<file path="config.mk">
export PLATFORM = sky130hd
export DESIGN_NAME = ur_ctrl
export DESIGN_NICKNAME = d
export VERILOG_FILES = /design/src/verilog/ur_pkg.sv /design/src/verilog/ur_ctrl.sv
export SDC_FILE = /design/constraint.sdc
export NUM_CORES = 1
export LEC_CHECK = 0
export ABC_AREA = 1
export BUFFER_PORTS_ARGS = -buffer_cell sky130_fd_sc_hd__clkbuf_2
export CORE_MARGIN = 1
export CORE_UTILIZATION = 35
export CTS_BUF_LIST = sky130_fd_sc_hd__clkbuf_4 sky130_fd_sc_hd__clkbuf_8 sky130_fd_sc_hd__clkbuf_16
export DETAILED_ROUTE_END_ITERATION = 12
export PLACE_DENSITY = 0.55
export SLEW_MARGIN = 20
export SYNTH_ARGS = -nofsm -noshare
export SYNTH_HDL_FRONTEND = slang
export SYNTH_SLANG_ARGS = --single-unit
export TNS_END_PERCENT = 1
</file>
<file path="constraint.sdc">
create_clock -name pclk -period 5.8 [get_ports pclk]
set_input_delay 0.58 -clock pclk [delete_from_list [all_inputs] [get_ports pclk]]
set_output_delay 0.58 -clock pclk [all_outputs]
set_load 0.005 [all_outputs]
</file>
<file path="src/verilog/ur_pkg.sv">
// Constants, types and register map of the unit record status and pacing block.
// Assumes a single 100 MHz APB clock and one paced memory-transfer channel.
package ur_pkg;

   // Clock and timing, times in their printed unit, cycles derived from them
   localparam int unsigned CLK_MHZ = 100;
   localparam int unsigned T_SHORT_US = 7;
   localparam int unsigned T_PRN_REQ_US = 35;
   localparam int unsigned T_RDR_COL_US = 2000;
   localparam int unsigned T_RDR_BUSY_US = 190000;
   localparam int unsigned T_STACK_US = 8000;
   localparam int unsigned T_PCH_COL_US = 6250;
   localparam int unsigned T_EJECT_FAST_US = 88000;
   localparam int unsigned T_EJECT_SLOW_US = 120000;
   localparam int unsigned CARD_COLS = 80;
   localparam int unsigned EJECT_FAST_COLS = 72;
   localparam int unsigned PRN_XFERS = 137;
   localparam int unsigned SHORT_CYC = T_SHORT_US * CLK_MHZ;
   localparam int unsigned PRN_REQ_CYC = T_PRN_REQ_US * CLK_MHZ;
   localparam int unsigned RDR_COL_CYC = T_RDR_COL_US * CLK_MHZ;
   localparam int unsigned RDR_FEED_CYC = (T_RDR_BUSY_US - CARD_COLS * T_RDR_COL_US) * CLK_MHZ;
   localparam int unsigned STACK_CYC = T_STACK_US * CLK_MHZ;
   localparam int unsigned PCH_COL_CYC = T_PCH_COL_US * CLK_MHZ;
   localparam int unsigned EJECT_FAST_CYC = T_EJECT_FAST_US * CLK_MHZ;
   localparam int unsigned EJECT_SLOW_CYC = T_EJECT_SLOW_US * CLK_MHZ;

   // Register byte offsets
   localparam logic [11:0] REG_CMD = 12'h000;
   localparam logic [11:0] REG_DATA = 12'h004;
   localparam logic [11:0] REG_STAT = 12'h008;
   localparam logic [11:0] REG_COLS = 12'h00C;

   // Command word fields
   localparam int CMD_DEV_LSB = 0;
   localparam int CMD_STATUS_BIT = 2;
   localparam int CMD_XFER_BIT = 3;
   localparam int CMD_BINARY_BIT = 4;
   localparam logic [1:0] DEV_CTRL = 2'h0;
   localparam logic [1:0] DEV_PRN = 2'h1;
   localparam logic [1:0] DEV_RDR = 2'h2;
   localparam logic [1:0] DEV_PCH = 2'h3;
   localparam logic [15:0] CMD_RESET = 16'h0000;

   // Status word bits, numbered 1 (msb) to 16 (lsb) on the host side
   localparam int WORD_BITS = 16;
   localparam int ST_PRN_ONLINE = WORD_BITS - 9;
   localparam int ST_PRN_READY = WORD_BITS - 10;
   localparam int ST_RDR_ONLINE = WORD_BITS - 9;
   localparam int ST_RDR_ILLEGAL = WORD_BITS - 11;
   localparam int ST_RDR_OVERRUN = WORD_BITS - 12;
   localparam int ST_RDR_HOPPER = WORD_BITS - 14;
   localparam int ST_RDR_MOTION = WORD_BITS - 15;
   localparam int ST_RDR_RDCHK = WORD_BITS - 16;
   localparam int ST_PCH_ONLINE = WORD_BITS - 13;
   localparam int ST_PCH_OVERRUN = WORD_BITS - 14;
   localparam int ST_PCH_ATTN = WORD_BITS - 15;
   localparam int ST_PCH_CHECK = WORD_BITS - 16;

   // Block state register fields
   localparam int STAT_BUSY = 0;
   localparam int STAT_READY = 1;
   localparam int STAT_STACKING = 2;
   localparam int STAT_EJECTING = 3;
   localparam int STAT_STATE_LSB = 4;

   typedef logic [23:0] ur_cnt_t;

   typedef enum logic [2:0] {
      UR_IDLE = 3'b000,
      UR_SHORT = 3'b001,
      UR_PRINT = 3'b010,
      UR_RWAIT = 3'b011,
      UR_READ = 3'b100,
      UR_PWAIT = 3'b101,
      UR_PUNCH = 3'b110
   } ur_state_e;

   typedef struct packed {
      logic prn_online;
      logic prn_ready;
      logic rdr_online;
      logic rdr_illegal;
      logic rdr_hopper_empty;
      logic rdr_motion_fail;
      logic rdr_light_fail;
      logic rdr_dark_fail;
      logic pch_online;
      logic pch_attn;
      logic pch_check_fail;
   } ur_pins_s;

   localparam int PIN_W = $bits(ur_pins_s);

endpackage

</file>
<file path="src/verilog/ur_ctrl.sv">
// Unit record controller core: status words, transfer pacing and busy timing.
// Assumes an APB master on pclk and a memory-transfer channel on the same clock.
// Operation
// - Status word loaded only on status request
// - Printer word: on-line bit 9, ready 10
// - Reader word: on-line, illegal code, overrun
// - Empty hopper sets bit 14, no transfer
// - Card not fed sets reader bit 15
// - Light or dark check failure: bit 16
// - Punch word: on-line 13, overrun 14
// - Punch attention bit 15, check bit 16
// - Printer requests at most one per 35 us
// - Reader column 2 ms, char mode half rate
// - After end-of-range finish card, store nothing
// - 8 ms stacking delays next read action
// - Punch column 6.25 ms, char mode 12.5
// - Punch ends busy on end-of-range
// - Eject 88 ms or 120 ms blocks punch
// - Non-peripheral commands busy for 7 us
// - Print busy only during line transfer
// - Read busy 190 ms, 198 with stacking
// - Punch busy 6.25 ms per column plus eject
// - One output command at a time
// - Busy from command receipt to completion
`timescale 1ns/1ns
module ur_ctrl #(
   parameter int unsigned RDR_COL_CYC = ur_pkg::RDR_COL_CYC,
   parameter int unsigned RDR_FEED_CYC = ur_pkg::RDR_FEED_CYC,
   parameter int unsigned STACK_CYC = ur_pkg::STACK_CYC,
   parameter int unsigned PCH_COL_CYC = ur_pkg::PCH_COL_CYC,
   parameter int unsigned EJECT_FAST_CYC = ur_pkg::EJECT_FAST_CYC,
   parameter int unsigned EJECT_SLOW_CYC = ur_pkg::EJECT_SLOW_CYC
)(
   input logic pclk,
   input logic presetn,
   input logic psel,
   input logic penable,
   input logic pwrite,
   input logic [11:0] paddr,
   input logic [31:0] pwdata,
   output logic [31:0] prdata,
   output logic pready,
   output logic pslverr,
   input ur_pkg::ur_pins_s pins,
   output logic mem_req,
   output logic mem_to_memory,
   input logic mem_ack,
   input logic mem_eor,
   output logic busy
);
   import ur_pkg::*;

   localparam int ASRT_SHORT = 701;

   logic [PIN_W-1:0] pins_v;
   logic [PIN_W-1:0] meta_q;
   logic [PIN_W-1:0] sync_q;
   ur_pins_s ps;
   ur_state_e state_q;
   ur_cnt_t pace_q;
   ur_cnt_t stack_q;
   ur_cnt_t eject_q;
   logic [6:0] col_q;
   logic [7:0] reqs_q;
   logic [15:0] cmd_q;
   logic [15:0] data_q;
   logic [15:0] cmd_w;
   logic [15:0] prn_word;
   logic [15:0] rdr_word;
   logic [15:0] pch_word;
   logic [4:0] rdr_flags_q;
   logic [4:0] rdr_set;
   logic [1:0] pch_flags_q;
   logic [1:0] pch_set;
   logic [1:0] dev_w;
   logic pready_q;
   logic pslverr_q;
   logic [31:0] prdata_q;
   logic [31:0] rd_d;
   logic err_d;
   logic ready_q;
   logic busy_q;
   logic mem_req_q;
   logic to_mem_q;
   logic binary_q;
   logic eor_seen_q;
   logic acc;
   logic xfer;
   logic start;
   logic tick;
   logic req_due;
   logic rdr_req_set;
   logic pch_req_set;
   logic prn_req_set;
   logic rdr_ovr_set;
   logic pch_ovr_set;
   logic stack_start;
   logic eject_start;
   logic rdr_go;

   assign pins_v = pins;

   // Pins from the peripherals are asynchronous, two flops before use
   genvar gi;
   generate
      for (gi = 0; gi < PIN_W; gi++)
      begin : g_sync
         always_ff @(posedge pclk or negedge presetn)
         begin
            if (!presetn)
            begin
               meta_q[gi] <= 1'b0;
               sync_q[gi] <= 1'b0;
            end
            else
            begin
               meta_q[gi] <= pins_v[gi];
               sync_q[gi] <= meta_q[gi];
            end
         end
      end
   endgenerate
   assign ps = ur_pins_s'(sync_q);

   // APB: one wait state so that read data comes from a flop
   assign acc = psel & penable & ~pready_q;
   assign xfer = psel & penable & pready_q;
   assign cmd_w = pwdata[15:0];
   assign dev_w = cmd_w[CMD_DEV_LSB +: 2];
   assign start = xfer & pwrite & (paddr == REG_CMD) & ~pslverr_q;

   always_comb
   begin
      rd_d = 32'h0000_0000;
      err_d = 1'b0;
      if (paddr == REG_CMD)
      begin
         rd_d = {16'h0000, cmd_q};
         err_d = pwrite & (state_q != UR_IDLE);
      end
      else if (paddr == REG_DATA)
      begin
         rd_d = {16'h0000, data_q};
      end
      else if (paddr == REG_STAT)
      begin
         rd_d[STAT_BUSY] = busy_q;
         rd_d[STAT_READY] = ready_q;
         rd_d[STAT_STACKING] = (stack_q != '0);
         rd_d[STAT_EJECTING] = (eject_q != '0);
         rd_d[STAT_STATE_LSB +: 3] = state_q;
      end
      else if (paddr == REG_COLS)
      begin
         rd_d = {25'h0000000, col_q};
      end
      else
      begin
         err_d = 1'b1;
      end
   end

   always_ff @(posedge pclk or negedge presetn)
   begin
      if (!presetn)
      begin
         pready_q <= 1'b0;
         pslverr_q <= 1'b0;
         prdata_q <= 32'h0000_0000;
      end
      else
      begin
         pready_q <= acc;
         pslverr_q <= acc & err_d;
         prdata_q <= (acc & ~pwrite) ? rd_d : 32'h0000_0000;
      end
   end

   always_ff @(posedge pclk or negedge presetn)
   begin
      if (!presetn)
         cmd_q <= CMD_RESET;
      else if (start)
         cmd_q <= cmd_w;
   end

   always_comb
   begin
      prn_word = 16'h0000;
      rdr_word = 16'h0000;
      pch_word = 16'h0000;
      prn_word[ST_PRN_ONLINE] = ps.prn_online;
      prn_word[ST_PRN_READY] = ps.prn_ready;
      rdr_word[ST_RDR_ONLINE] = ps.rdr_online;
      rdr_word[ST_RDR_ILLEGAL] = rdr_flags_q[4];
      rdr_word[ST_RDR_OVERRUN] = rdr_flags_q[3];
      rdr_word[ST_RDR_HOPPER] = rdr_flags_q[2];
      rdr_word[ST_RDR_MOTION] = rdr_flags_q[1];
      rdr_word[ST_RDR_RDCHK] = rdr_flags_q[0];
      pch_word[ST_PCH_ONLINE] = ps.pch_online;
      pch_word[ST_PCH_OVERRUN] = pch_flags_q[1];
      // Attention is live, data check is sticky
      pch_word[ST_PCH_ATTN] = ps.pch_attn;
      pch_word[ST_PCH_CHECK] = pch_flags_q[0];
   end

   // Data register only changes on a status request
   always_ff @(posedge pclk or negedge presetn)
   begin
      if (!presetn)
      begin
         data_q <= 16'h0000;
         ready_q <= 1'b0;
      end
      else if (start & cmd_w[CMD_STATUS_BIT] & (dev_w != DEV_CTRL))
      begin
         data_q <= (dev_w == DEV_PRN) ? prn_word : (dev_w == DEV_RDR) ? rdr_word : pch_word;
         ready_q <= 1'b1;
      end
      else if (xfer & ~pwrite & (paddr == REG_DATA))
         ready_q <= 1'b0;
   end

   // Pacing and request decisions
   assign tick = (pace_q == '0);
   assign req_due = tick & (binary_q | col_q[0]);
   // Past end-of-range the card is read but not stored
   assign rdr_req_set = (state_q == UR_READ) & req_due & ~mem_req_q & ~eor_seen_q;
   assign pch_req_set = (state_q == UR_PUNCH) & req_due & ~mem_req_q & ~eor_seen_q;
   // One request per pacing interval, stalled while one is pending
   assign prn_req_set = (state_q == UR_PRINT) & tick & ~mem_req_q & ~eor_seen_q
      & (reqs_q != 8'(PRN_XFERS));
   assign rdr_ovr_set = (state_q == UR_READ) & req_due & mem_req_q & ~eor_seen_q;
   assign pch_ovr_set = (state_q == UR_PUNCH) & req_due & mem_req_q & ~eor_seen_q;
   assign stack_start = (state_q == UR_READ) & tick & (col_q == 7'(CARD_COLS - 1));
   assign eject_start = (state_q == UR_PUNCH) & (eor_seen_q | (col_q == 7'(CARD_COLS)));
   // Reader waits out the stacking interval
   assign rdr_go = (state_q == UR_RWAIT) & (stack_q == '0);

   always_ff @(posedge pclk or negedge presetn)
   begin
      if (!presetn)
      begin
         state_q <= UR_IDLE;
         busy_q <= 1'b0;
         pace_q <= '0;
         col_q <= 7'h00;
         reqs_q <= 8'h00;
         binary_q <= 1'b0;
         to_mem_q <= 1'b0;
      end
      else
      begin
         case (state_q)
            UR_IDLE:
            begin
               if (start)
               begin
                  busy_q <= 1'b1;
                  col_q <= 7'h00;
                  reqs_q <= 8'h00;
                  binary_q <= cmd_w[CMD_BINARY_BIT];
                  to_mem_q <= (dev_w == DEV_RDR);
                  pace_q <= '0;
                  if (cmd_w[CMD_STATUS_BIT] | ~cmd_w[CMD_XFER_BIT] | (dev_w == DEV_CTRL))
                  begin
                     state_q <= UR_SHORT;
                     pace_q <= ur_cnt_t'(SHORT_CYC - 1);
                  end
                  else if (dev_w == DEV_PRN)
                     state_q <= UR_PRINT;
                  else if (dev_w == DEV_RDR)
                     state_q <= UR_RWAIT;
                  else
                     state_q <= UR_PWAIT;
               end
            end
            UR_SHORT:
            begin
               if (tick)
               begin
                  state_q <= UR_IDLE;
                  busy_q <= 1'b0;
               end
               else
                  pace_q <= pace_q - ur_cnt_t'(1);
            end
            UR_PRINT:
            begin
               // Free once the line is handed over
               if ((eor_seen_q | (reqs_q == 8'(PRN_XFERS))) & ~mem_req_q)
               begin
                  state_q <= UR_IDLE;
                  busy_q <= 1'b0;
               end
               else if (prn_req_set)
               begin
                  reqs_q <= reqs_q + 8'h01;
                  pace_q <= ur_cnt_t'(PRN_REQ_CYC - 1);
               end
               else if (!tick)
                  pace_q <= pace_q - ur_cnt_t'(1);
            end
            UR_RWAIT:
            begin
               if (rdr_go & ps.rdr_hopper_empty)
               begin
                  // Nothing to read, end as a short command
                  state_q <= UR_SHORT;
                  pace_q <= ur_cnt_t'(SHORT_CYC - 1);
               end
               else if (rdr_go)
               begin
                  // Card feed plus 80 columns gives the read busy time
                  state_q <= UR_READ;
                  pace_q <= ur_cnt_t'(RDR_FEED_CYC + RDR_COL_CYC - 1);
               end
            end
            UR_READ:
            begin
               if (tick)
               begin
                  col_q <= col_q + 7'h01;
                  pace_q <= ur_cnt_t'(RDR_COL_CYC - 1);
                  if (stack_start)
                  begin
                     state_q <= UR_IDLE;
                     busy_q <= 1'b0;
                  end
               end
               else
                  pace_q <= pace_q - ur_cnt_t'(1);
            end
            UR_PWAIT:
            begin
               if (eject_q == '0)
               begin
                  state_q <= UR_PUNCH;
                  pace_q <= '0;
               end
            end
            UR_PUNCH:
            begin
               // End-of-range ends the card whatever the count
               if (eject_start)
               begin
                  state_q <= UR_IDLE;
                  busy_q <= 1'b0;
               end
               else if (tick)
               begin
                  col_q <= col_q + 7'h01;
                  pace_q <= ur_cnt_t'(PCH_COL_CYC - 1);
               end
               else
                  pace_q <= pace_q - ur_cnt_t'(1);
            end
            default:
            begin
               state_q <= UR_IDLE;
               busy_q <= 1'b0;
            end
         endcase
      end
   end

   // Request stays up until the channel acknowledges it
   always_ff @(posedge pclk or negedge presetn)
   begin
      if (!presetn)
         mem_req_q <= 1'b0;
      else
         mem_req_q <= rdr_req_set | pch_req_set | prn_req_set | (mem_req_q & ~mem_ack);
   end

   always_ff @(posedge pclk or negedge presetn)
   begin
      if (!presetn)
         eor_seen_q <= 1'b0;
      else if (start)
         eor_seen_q <= 1'b0;
      else if (mem_ack & mem_req_q & mem_eor)
         eor_seen_q <= 1'b1;
   end

   always_ff @(posedge pclk or negedge presetn)
   begin
      if (!presetn)
         stack_q <= '0;
      else if (stack_start)
         stack_q <= ur_cnt_t'(STACK_CYC);
      else if (stack_q != '0)
         stack_q <= stack_q - ur_cnt_t'(1);
   end

   // Eject time depends on columns punched
   always_ff @(posedge pclk or negedge presetn)
   begin
      if (!presetn)
         eject_q <= '0;
      else if (eject_start & (state_q == UR_PUNCH))
         eject_q <= (col_q > 7'(EJECT_FAST_COLS)) ? ur_cnt_t'(EJECT_FAST_CYC)
            : ur_cnt_t'(EJECT_SLOW_CYC);
      else if (eject_q != '0)
         eject_q <= eject_q - ur_cnt_t'(1);
   end

   // Sticky error flags; a new transfer order to the device clears them, a same-cycle event still sets
   always_comb
   begin
      // Illegal code only matters in character mode
      rdr_set[4] = (state_q == UR_READ) & ps.rdr_illegal & ~binary_q;
      rdr_set[3] = rdr_ovr_set;
      rdr_set[2] = rdr_go & ps.rdr_hopper_empty;
      rdr_set[1] = (state_q == UR_READ) & ps.rdr_motion_fail;
      rdr_set[0] = (state_q == UR_READ) & (ps.rdr_light_fail | ps.rdr_dark_fail);
      pch_set[1] = pch_ovr_set;
      // Card rejected on a check failure
      pch_set[0] = ps.pch_check_fail;
   end

   always_ff @(posedge pclk or negedge presetn)
   begin
      if (!presetn)
      begin
         rdr_flags_q <= 5'h00;
         pch_flags_q <= 2'h0;
      end
      else
      begin
         rdr_flags_q <= (rdr_flags_q & ~{5{start & cmd_w[CMD_XFER_BIT] & (dev_w == DEV_RDR)}})
            | rdr_set;
         pch_flags_q <= (pch_flags_q & ~{2{start & cmd_w[CMD_XFER_BIT] & (dev_w == DEV_PCH)}})
            | pch_set;
      end
   end

   assign prdata = prdata_q;
   assign pready = pready_q;
   assign pslverr = pslverr_q;
   assign mem_req = mem_req_q;
   assign mem_to_memory = to_mem_q;
   assign busy = busy_q;

   // Cycles since the last printer request, for the pacing check
   logic [15:0] gap_q;
   always_ff @(posedge pclk or negedge presetn)
   begin
      if (!presetn)
         gap_q <= 16'hFFFF;
      else if (prn_req_set)
         gap_q <= 16'h0000;
      else if (gap_q != 16'hFFFF)
         gap_q <= gap_q + 16'h0001;
   end
endmodule // ur_ctrl

</file>
Word level (Yosys, flattened, before mapping)
Index checks and enable logic that the tools add are counted.
- register bits after elaboration: 191
- input port bits: 62
- output and inout port bits: 37
- logic and storage cells: 228
- add/sub/neg operators: 5
- order comparisons: 1
- equality and inequality tests: 27
- muxes and demuxes: 61
- bitwise logic cells: 69
- reductions and logical operators: 24
- operators by type and width (operator ; count):
    24-bit two-way mux ; 14
    24-bit one-hot mux with 7 select lines ; 1
    32-bit two-way mux ; 3
    24-bit zero test ; 3
    24-bit by 1-bit subtractor with 24-bit output (second input constant) ; 3
    24-bit nonzero test ; 2
    1-bit AND ; 45
    8-bit two-way mux ; 5
    3-bit two-way mux ; 12
    7-bit two-way mux ; 5
    25-bit two-way mux ; 1
    12-bit by 4-bit == test with 1-bit output (second input constant) ; 2
    22-bit two-way mux ; 1
    3-bit one-hot mux with 7 select lines ; 1
    7-bit one-hot mux with 3 select lines ; 1
    2-bit != test (second input constant) ; 9
    8-bit one-hot mux with 2 select lines ; 1
    7-bit == test (second input constant) ; 2
    1-bit two-way mux ; 14
    12-bit by 3-bit == test with 1-bit output (second input constant) ; 1
    12-bit zero test ; 1
    2-bit nonzero test ; 6
    10-bit two-way mux ; 1
    3-bit == test (second input constant) ; 3
    31 further kinds ; 50

Depth between registers and ports, before layout
- depth after elaboration: 10
- depth in mapped cells: 13

Least setup slack after synthesis
OpenSTA, ideal clock, no wires.
- kind: input-to-reg
- from: input port paddr[0]
- to: register pace_q[4]
- arrival time: 1.745 ns
- path slack: 3.931 ns
- stages on the path: 11
- path buffers: 1
- cells stage by stage: inv_1 > nand2_1 > nor3_2 > nand3_4 > nand2_4 > nand3_4 > inv_2 > nand2_4 > buf_6 > nand2_1 > nand3_1
- word-level cells in the longest chain between the ends: 5
- RTL lines (item ; RTL line ; text):
    start, declared ; ur_ctrl.sv:39 ; input logic [11:0] paddr,
    12-bit zero test ; ur_ctrl.sv:130 ; assign start = xfer & pwrite & (paddr == REG_CMD) & ~pslverr_q;
    1-bit AND (2 in a row) ; ur_ctrl.sv:130 ;
    2-bit != test (no line) ; - ;
    6-bit AND reduction (no line) ; - ;
    end signal, assigned ; ur_ctrl.sv:268 ; pace_q <= ur_cnt_t'(SHORT_CYC - 1);
    end signal, assigned ; ur_ctrl.sv:286 ; pace_q <= pace_q - ur_cnt_t'(1);
    end signal, assigned ; ur_ctrl.sv:299 ; pace_q <= ur_cnt_t'(PRN_REQ_CYC - 1);
    end, declared ; ur_ctrl.sv:60 ; ur_cnt_t pace_q;
Every way passes these cells.
A chain may end at the register's enable or synchronous reset.

Worst setup path after layout
- from: input port paddr[11]
- to: register data_q[3]
- word-level cells in the longest chain between the ends: 5
- RTL lines (item ; RTL line ; text):
    12-bit zero test ; ur_ctrl.sv:130 ;
    1-bit AND (2 in a row) ; ur_ctrl.sv:130 ;
    1-bit AND (2 in a row) ; ur_ctrl.sv:215 ; else if (start & cmd_w[CMD_STATUS_BIT] & (dev_w != DEV_CTRL))
    end signal, assigned ; ur_ctrl.sv:217 ; data_q <= (dev_w == DEV_PRN) ? prn_word : (dev_w == DEV_RDR) ? rdr_word : pch_word;
    end, declared ; ur_ctrl.sv:66 ; logic [15:0] data_q;
Every way passes these cells.

==> impl_summary.md <==
Clock tree
The clock drives 167 sinks. TritonCTS created 17 clock buffers. Hold repair after CTS inserted 0 buffers. The count of cells resized by post-cts repair is 0. The cell sitting at the root of the clock tree is a sky130_fd_sc_hd__clkbuf_16. The clock tree from TritonCTS is yes. The number of buffers on the longest clock path is 2. For the worst-skew pair, the clock arrives at the later sink with an insertion delay of 0.43 ns.

After clock tree synthesis, the clock-pin slew on the worst setup and hold paths is 0.07 ns. In this run the post-CTS setup repair buffer count came out at 0. The H-tree depth is 4.

Routing
The highest metal layer used by the detailed router is met4. The routed length on met3 is 1.07 mm. The count of nets left with antenna violations once routing finished came out at 0. After detailed routing, the average wire length per cell comes to 14.6 um. In the routed design, unresolved DRC markers number 0. The number of DRC markers in iteration 0 is 513.

The average via count per standard cell is 4.87. The routed layout has 8138 vias. In the final routing, the length of wire on met1 measures 11.7 mm. The routed design has 24.4 mm of wire. The first detailed-routing pass ran for 5 iterations.

The detailed-routed wire length on met2 is 11.3 mm.

STA
At the pin with the least slew margin, the transition time is 0.912 ns. The relative slew slack is 39.2%. Setup repair after global routing left no endpoint under its margin. The clock period could shrink to 2.57 ns. Setup violations remaining at the end of the flow were counted as 0. The sum of negative setup slack is 0 ns.

The maximum achievable frequency is 390 MHz. The number of pins exceeding their max-slew limit in the final report is 0. The clock arrives with 0.00838 ns of skew. The post-route clock period utilization is 44.2%. The number of hold violations in the final report is 0.

Critical path
The path type of the worst setup path is input port to flip-flop. The peak fanout along the critical path is 25. In this run the register-to-register setup slack is 3.28 ns.

Data on the critical path arrives at its endpoint at 2.88 ns. The worst flop-to-flop path endpoint is col_q[5]$_DFFE_PN0P_. The type of element launching the critical path is an input port. The data required time of the critical path is 6.11 ns.

The critical path endpoint category is a flip-flop. The startpoint of the lowest-slack register-to-register path is pace_q[1]$_DFFE_PN0P_. The worst register-to-register path has a depth of 11.

Pwr
Internal power comes to 2.54 mW. Summed over all cells, the static leakage comes to 5.68 nW. In this run switching power makes up 42.9% of total power. Of the total power, registers draw 34.5%. Combinational logic burns 39.9% of the power. Summed over all nets, the switching power comes to 1.91 mW. The total power density per cell area is 414 nW/um^2. The clock network fraction of total power is 25.6%.

IR analysis of the VDD net gives a maximum drop of 241 uV.

Logic synthesis
The share of async-settable or async-resettable flops after synthesis is 100%. During synthesis, Yosys emitted a total of 0 warnings. Counting instances in the post-synthesis netlist gives the leading cell types as sky130_fd_sc_hd__nand2_1 (337), sky130_fd_sc_hd__dfrtp_1 (167), sky130_fd_sc_hd__nor2_1 (151). After synthesis, the cell types taking the most area are sky130_fd_sc_hd__dfrtp_1 (43%), sky130_fd_sc_hd__nand2_1 (13%), sky130_fd_sc_hd__nor2_1 (5.9%), sky130_fd_sc_hd__nand3_1 (5.4%), sky130_fd_sc_hd__inv_1 (5.1%). A synthesized cell averages 7.67 um^2. The top cell type by total area after synthesis is sky130_fd_sc_hd__dfrtp_1. The synthesized netlist contains 55 unique library cells. The synthesized area is 9610 um^2. The synthesized design contains 0 enable-type register cells. After synthesis the netlist holds a flip-flop and latch count of 167. The gate count after technology mapping is 1253. The fraction of the yosys area taken by sequential cells is 43.5%. Yosys instantiated no cell more often than sky130_fd_sc_hd__nand2_1.

Among all flip-flop cells after synthesis, the most frequent one is sky130_fd_sc_hd__dfrtp_1. After synthesis, the largest area contributor takes up 43.5% of total cell area.

Cells and area
The final-stage net count is 1395. The layout overhead on the synthesized area is 11.9%. 0 antenna diodes ended up in the layout. The share of final-layout standard cells stronger than drive strength 1 is 14.4%. The post-route non-filler standard cell count is 1672.

Floorplanning
The total die area is 28100 um^2. 99 I/O pins were placed. The die is 168 um wide.

From bottom edge to top edge, the die measures 168 um. The effective utilization at floorplan is 35.7%. The floorplan has 60 rows. The placeable core area is 27000 um^2.

Global route
The initial antenna violation count is 0. The first global-routing pass estimated 41.0 mm of wire. Entering global routing, the biggest net connects 72 pins.

The number of global-route vias before repair was 8019. The aggregate global-route resource usage is 18.4%. The total overflow left after global routing is 0.

Place
The post-DP HPWL is 18.0 mm. The congestion estimate from routability-driven global placement came to 0.913. The number of placed cells counting well taps is 1641. The count of buffers from port buffering is 66.

Job
The reported max-cap violation count is 0.

Hold path
The path category of the worst min-delay check is input port to asynchronous set/reset pin.

Outcome
The flow ran to the end, and the final reports show no timing, DRC or antenna violations.
-- critical path, cell delays in order --
cell and delay (ns):
sky130_fd_sc_hd__clkbuf_2 0.08, sky130_fd_sc_hd__nor2_1 0.09, sky130_fd_sc_hd__nand2_1 0.07, sky130_fd_sc_hd__nor2_2 0.52, sky130_fd_sc_hd__nand3_4 0.44, sky130_fd_sc_hd__nor3_2 0.70
sky130_fd_sc_hd__inv_1 0.23, sky130_fd_sc_hd__nand2_1 0.12, sky130_fd_sc_hd__nand2_1 0.05
-- how the worst max path moves through the flow --
| stage | from | end | slack, ns | cells after the start |
|---|---|---|---|---|
| floorplan | paddr[0] | pace_q[4]$_DFFE_PN0P_ | 3.93 | 11 |
| global placement | paddr[9] | data_q[3]$_DFFE_PN0P_ | 2.75 | 9 |
| detailed placement | paddr[7] | data_q[3]$_DFFE_PN0P_ | 2.77 | 9 |
| CTS | paddr[7] | data_q[3]$_DFFE_PN0P_ | 3.23 | 9 |
| global route | paddr[11] | data_q[6]$_DFFE_PN0P_ | 2.96 | 9 |
| finish | paddr[11] | data_q[3]$_DFFE_PN0P_ | 3.23 | 9 |
-- kinds of logic after synthesis --
family,after synthesis,synth area share (%)
buffers and inverters,181,8.51
other,1,0.0390
XOR/XNOR,35,3.19
flip-flops,167,43.5
adder cells (fa/ha/maj),14,1.82
AND/OR/NAND/NOR,717,34.3
AO/OA/AOI/OAI,138,8.61
-- through the flow --
stage               hold WS (ns)  instance area (um^2)  util [%]  worst slack (ns)  total power, mW
floorplan                  0.284                  9670         -              3.93             2.97
global placement           0.334                 10200      37.7              2.75             3.31
detailed placement         0.336                 10200      37.7              2.77             3.32
CTS                        0.117                 10800      39.9              3.23             4.50
global route               0.122                 10800      39.9              2.96             4.82
finish                     0.106                 10800      39.9              3.23             4.46
-- routing by layer --
| layer | track usage (%) | vias up |
|---|---|---|
| met5 | 0 | - |
| met4 | 5.15 | 0 |
| met3 | 3.64 | 23 |
| met2 | 30.3 | 177 |
| met1 | 24.6 | 3810 |
| li1 | - | 4128 |
-- placed cells by master (no fill, tap or decap), types with 5 or more instances in the layout --
master	count
sky130_fd_sc_hd__inv_1	130
sky130_fd_sc_hd__a21oi_1	35
sky130_fd_sc_hd__inv_2	14
sky130_fd_sc_hd__ha_1	14
sky130_fd_sc_hd__nor2_1	151
sky130_fd_sc_hd__xor2_1	26
sky130_fd_sc_hd__o31ai_1	5
sky130_fd_sc_hd__xnor2_1	9
sky130_fd_sc_hd__dfrtp_1	167
sky130_fd_sc_hd__nand2_2	14
sky130_fd_sc_hd__clkbuf_2	65
sky130_fd_sc_hd__o21ai_0	51
sky130_fd_sc_hd__clkbuf_16	17
sky130_fd_sc_hd__nor2_2	17
sky130_fd_sc_hd__nand3_1	104
sky130_fd_sc_hd__nor2_4	11
sky130_fd_sc_hd__o21ai_1	9
sky130_fd_sc_hd__o22ai_1	5
sky130_fd_sc_hd__nand2_1	337
sky130_fd_sc_hd__conb_1	16
sky130_fd_sc_hd__nor3_1	31
sky130_fd_sc_hd__nand3b_1	6
sky130_fd_sc_hd__o21ai_2	6
sky130_fd_sc_hd__nand4_1	17
-- state kept, by name (all words and copies together), names as in the netlist, 5 cells and up --
name and count:
eject_q 24, pace_q 24, stack_q 24, cmd_q 16, prdata 16, meta_q 11
data_q 8, reqs_q 8, col_q 7, ps 6, rdr_flags_q 5
-- power groups by stage --
stage          combinational, mW  sequential (mW)  clock, mW
5_1_grt                     2.03             1.56       1.23
2_1_floorplan               1.48             1.49          0
6_report                    1.78             1.54       1.14
3_3_place_gp                1.76             1.55          0
3_5_place_dp                1.77             1.55          0
4_1_cts                     1.78             1.53       1.18
-- final cells by class --
type,instances,area [um^2]
timing repair buffer,68,352
clock inverter,13,145
clock buffer,18,439
sequential,167,4180
multi-input combinational,920,4670
inverter,145,547
tap,341,427
fill,2827,16200
(Power assumes the default switching activity.)
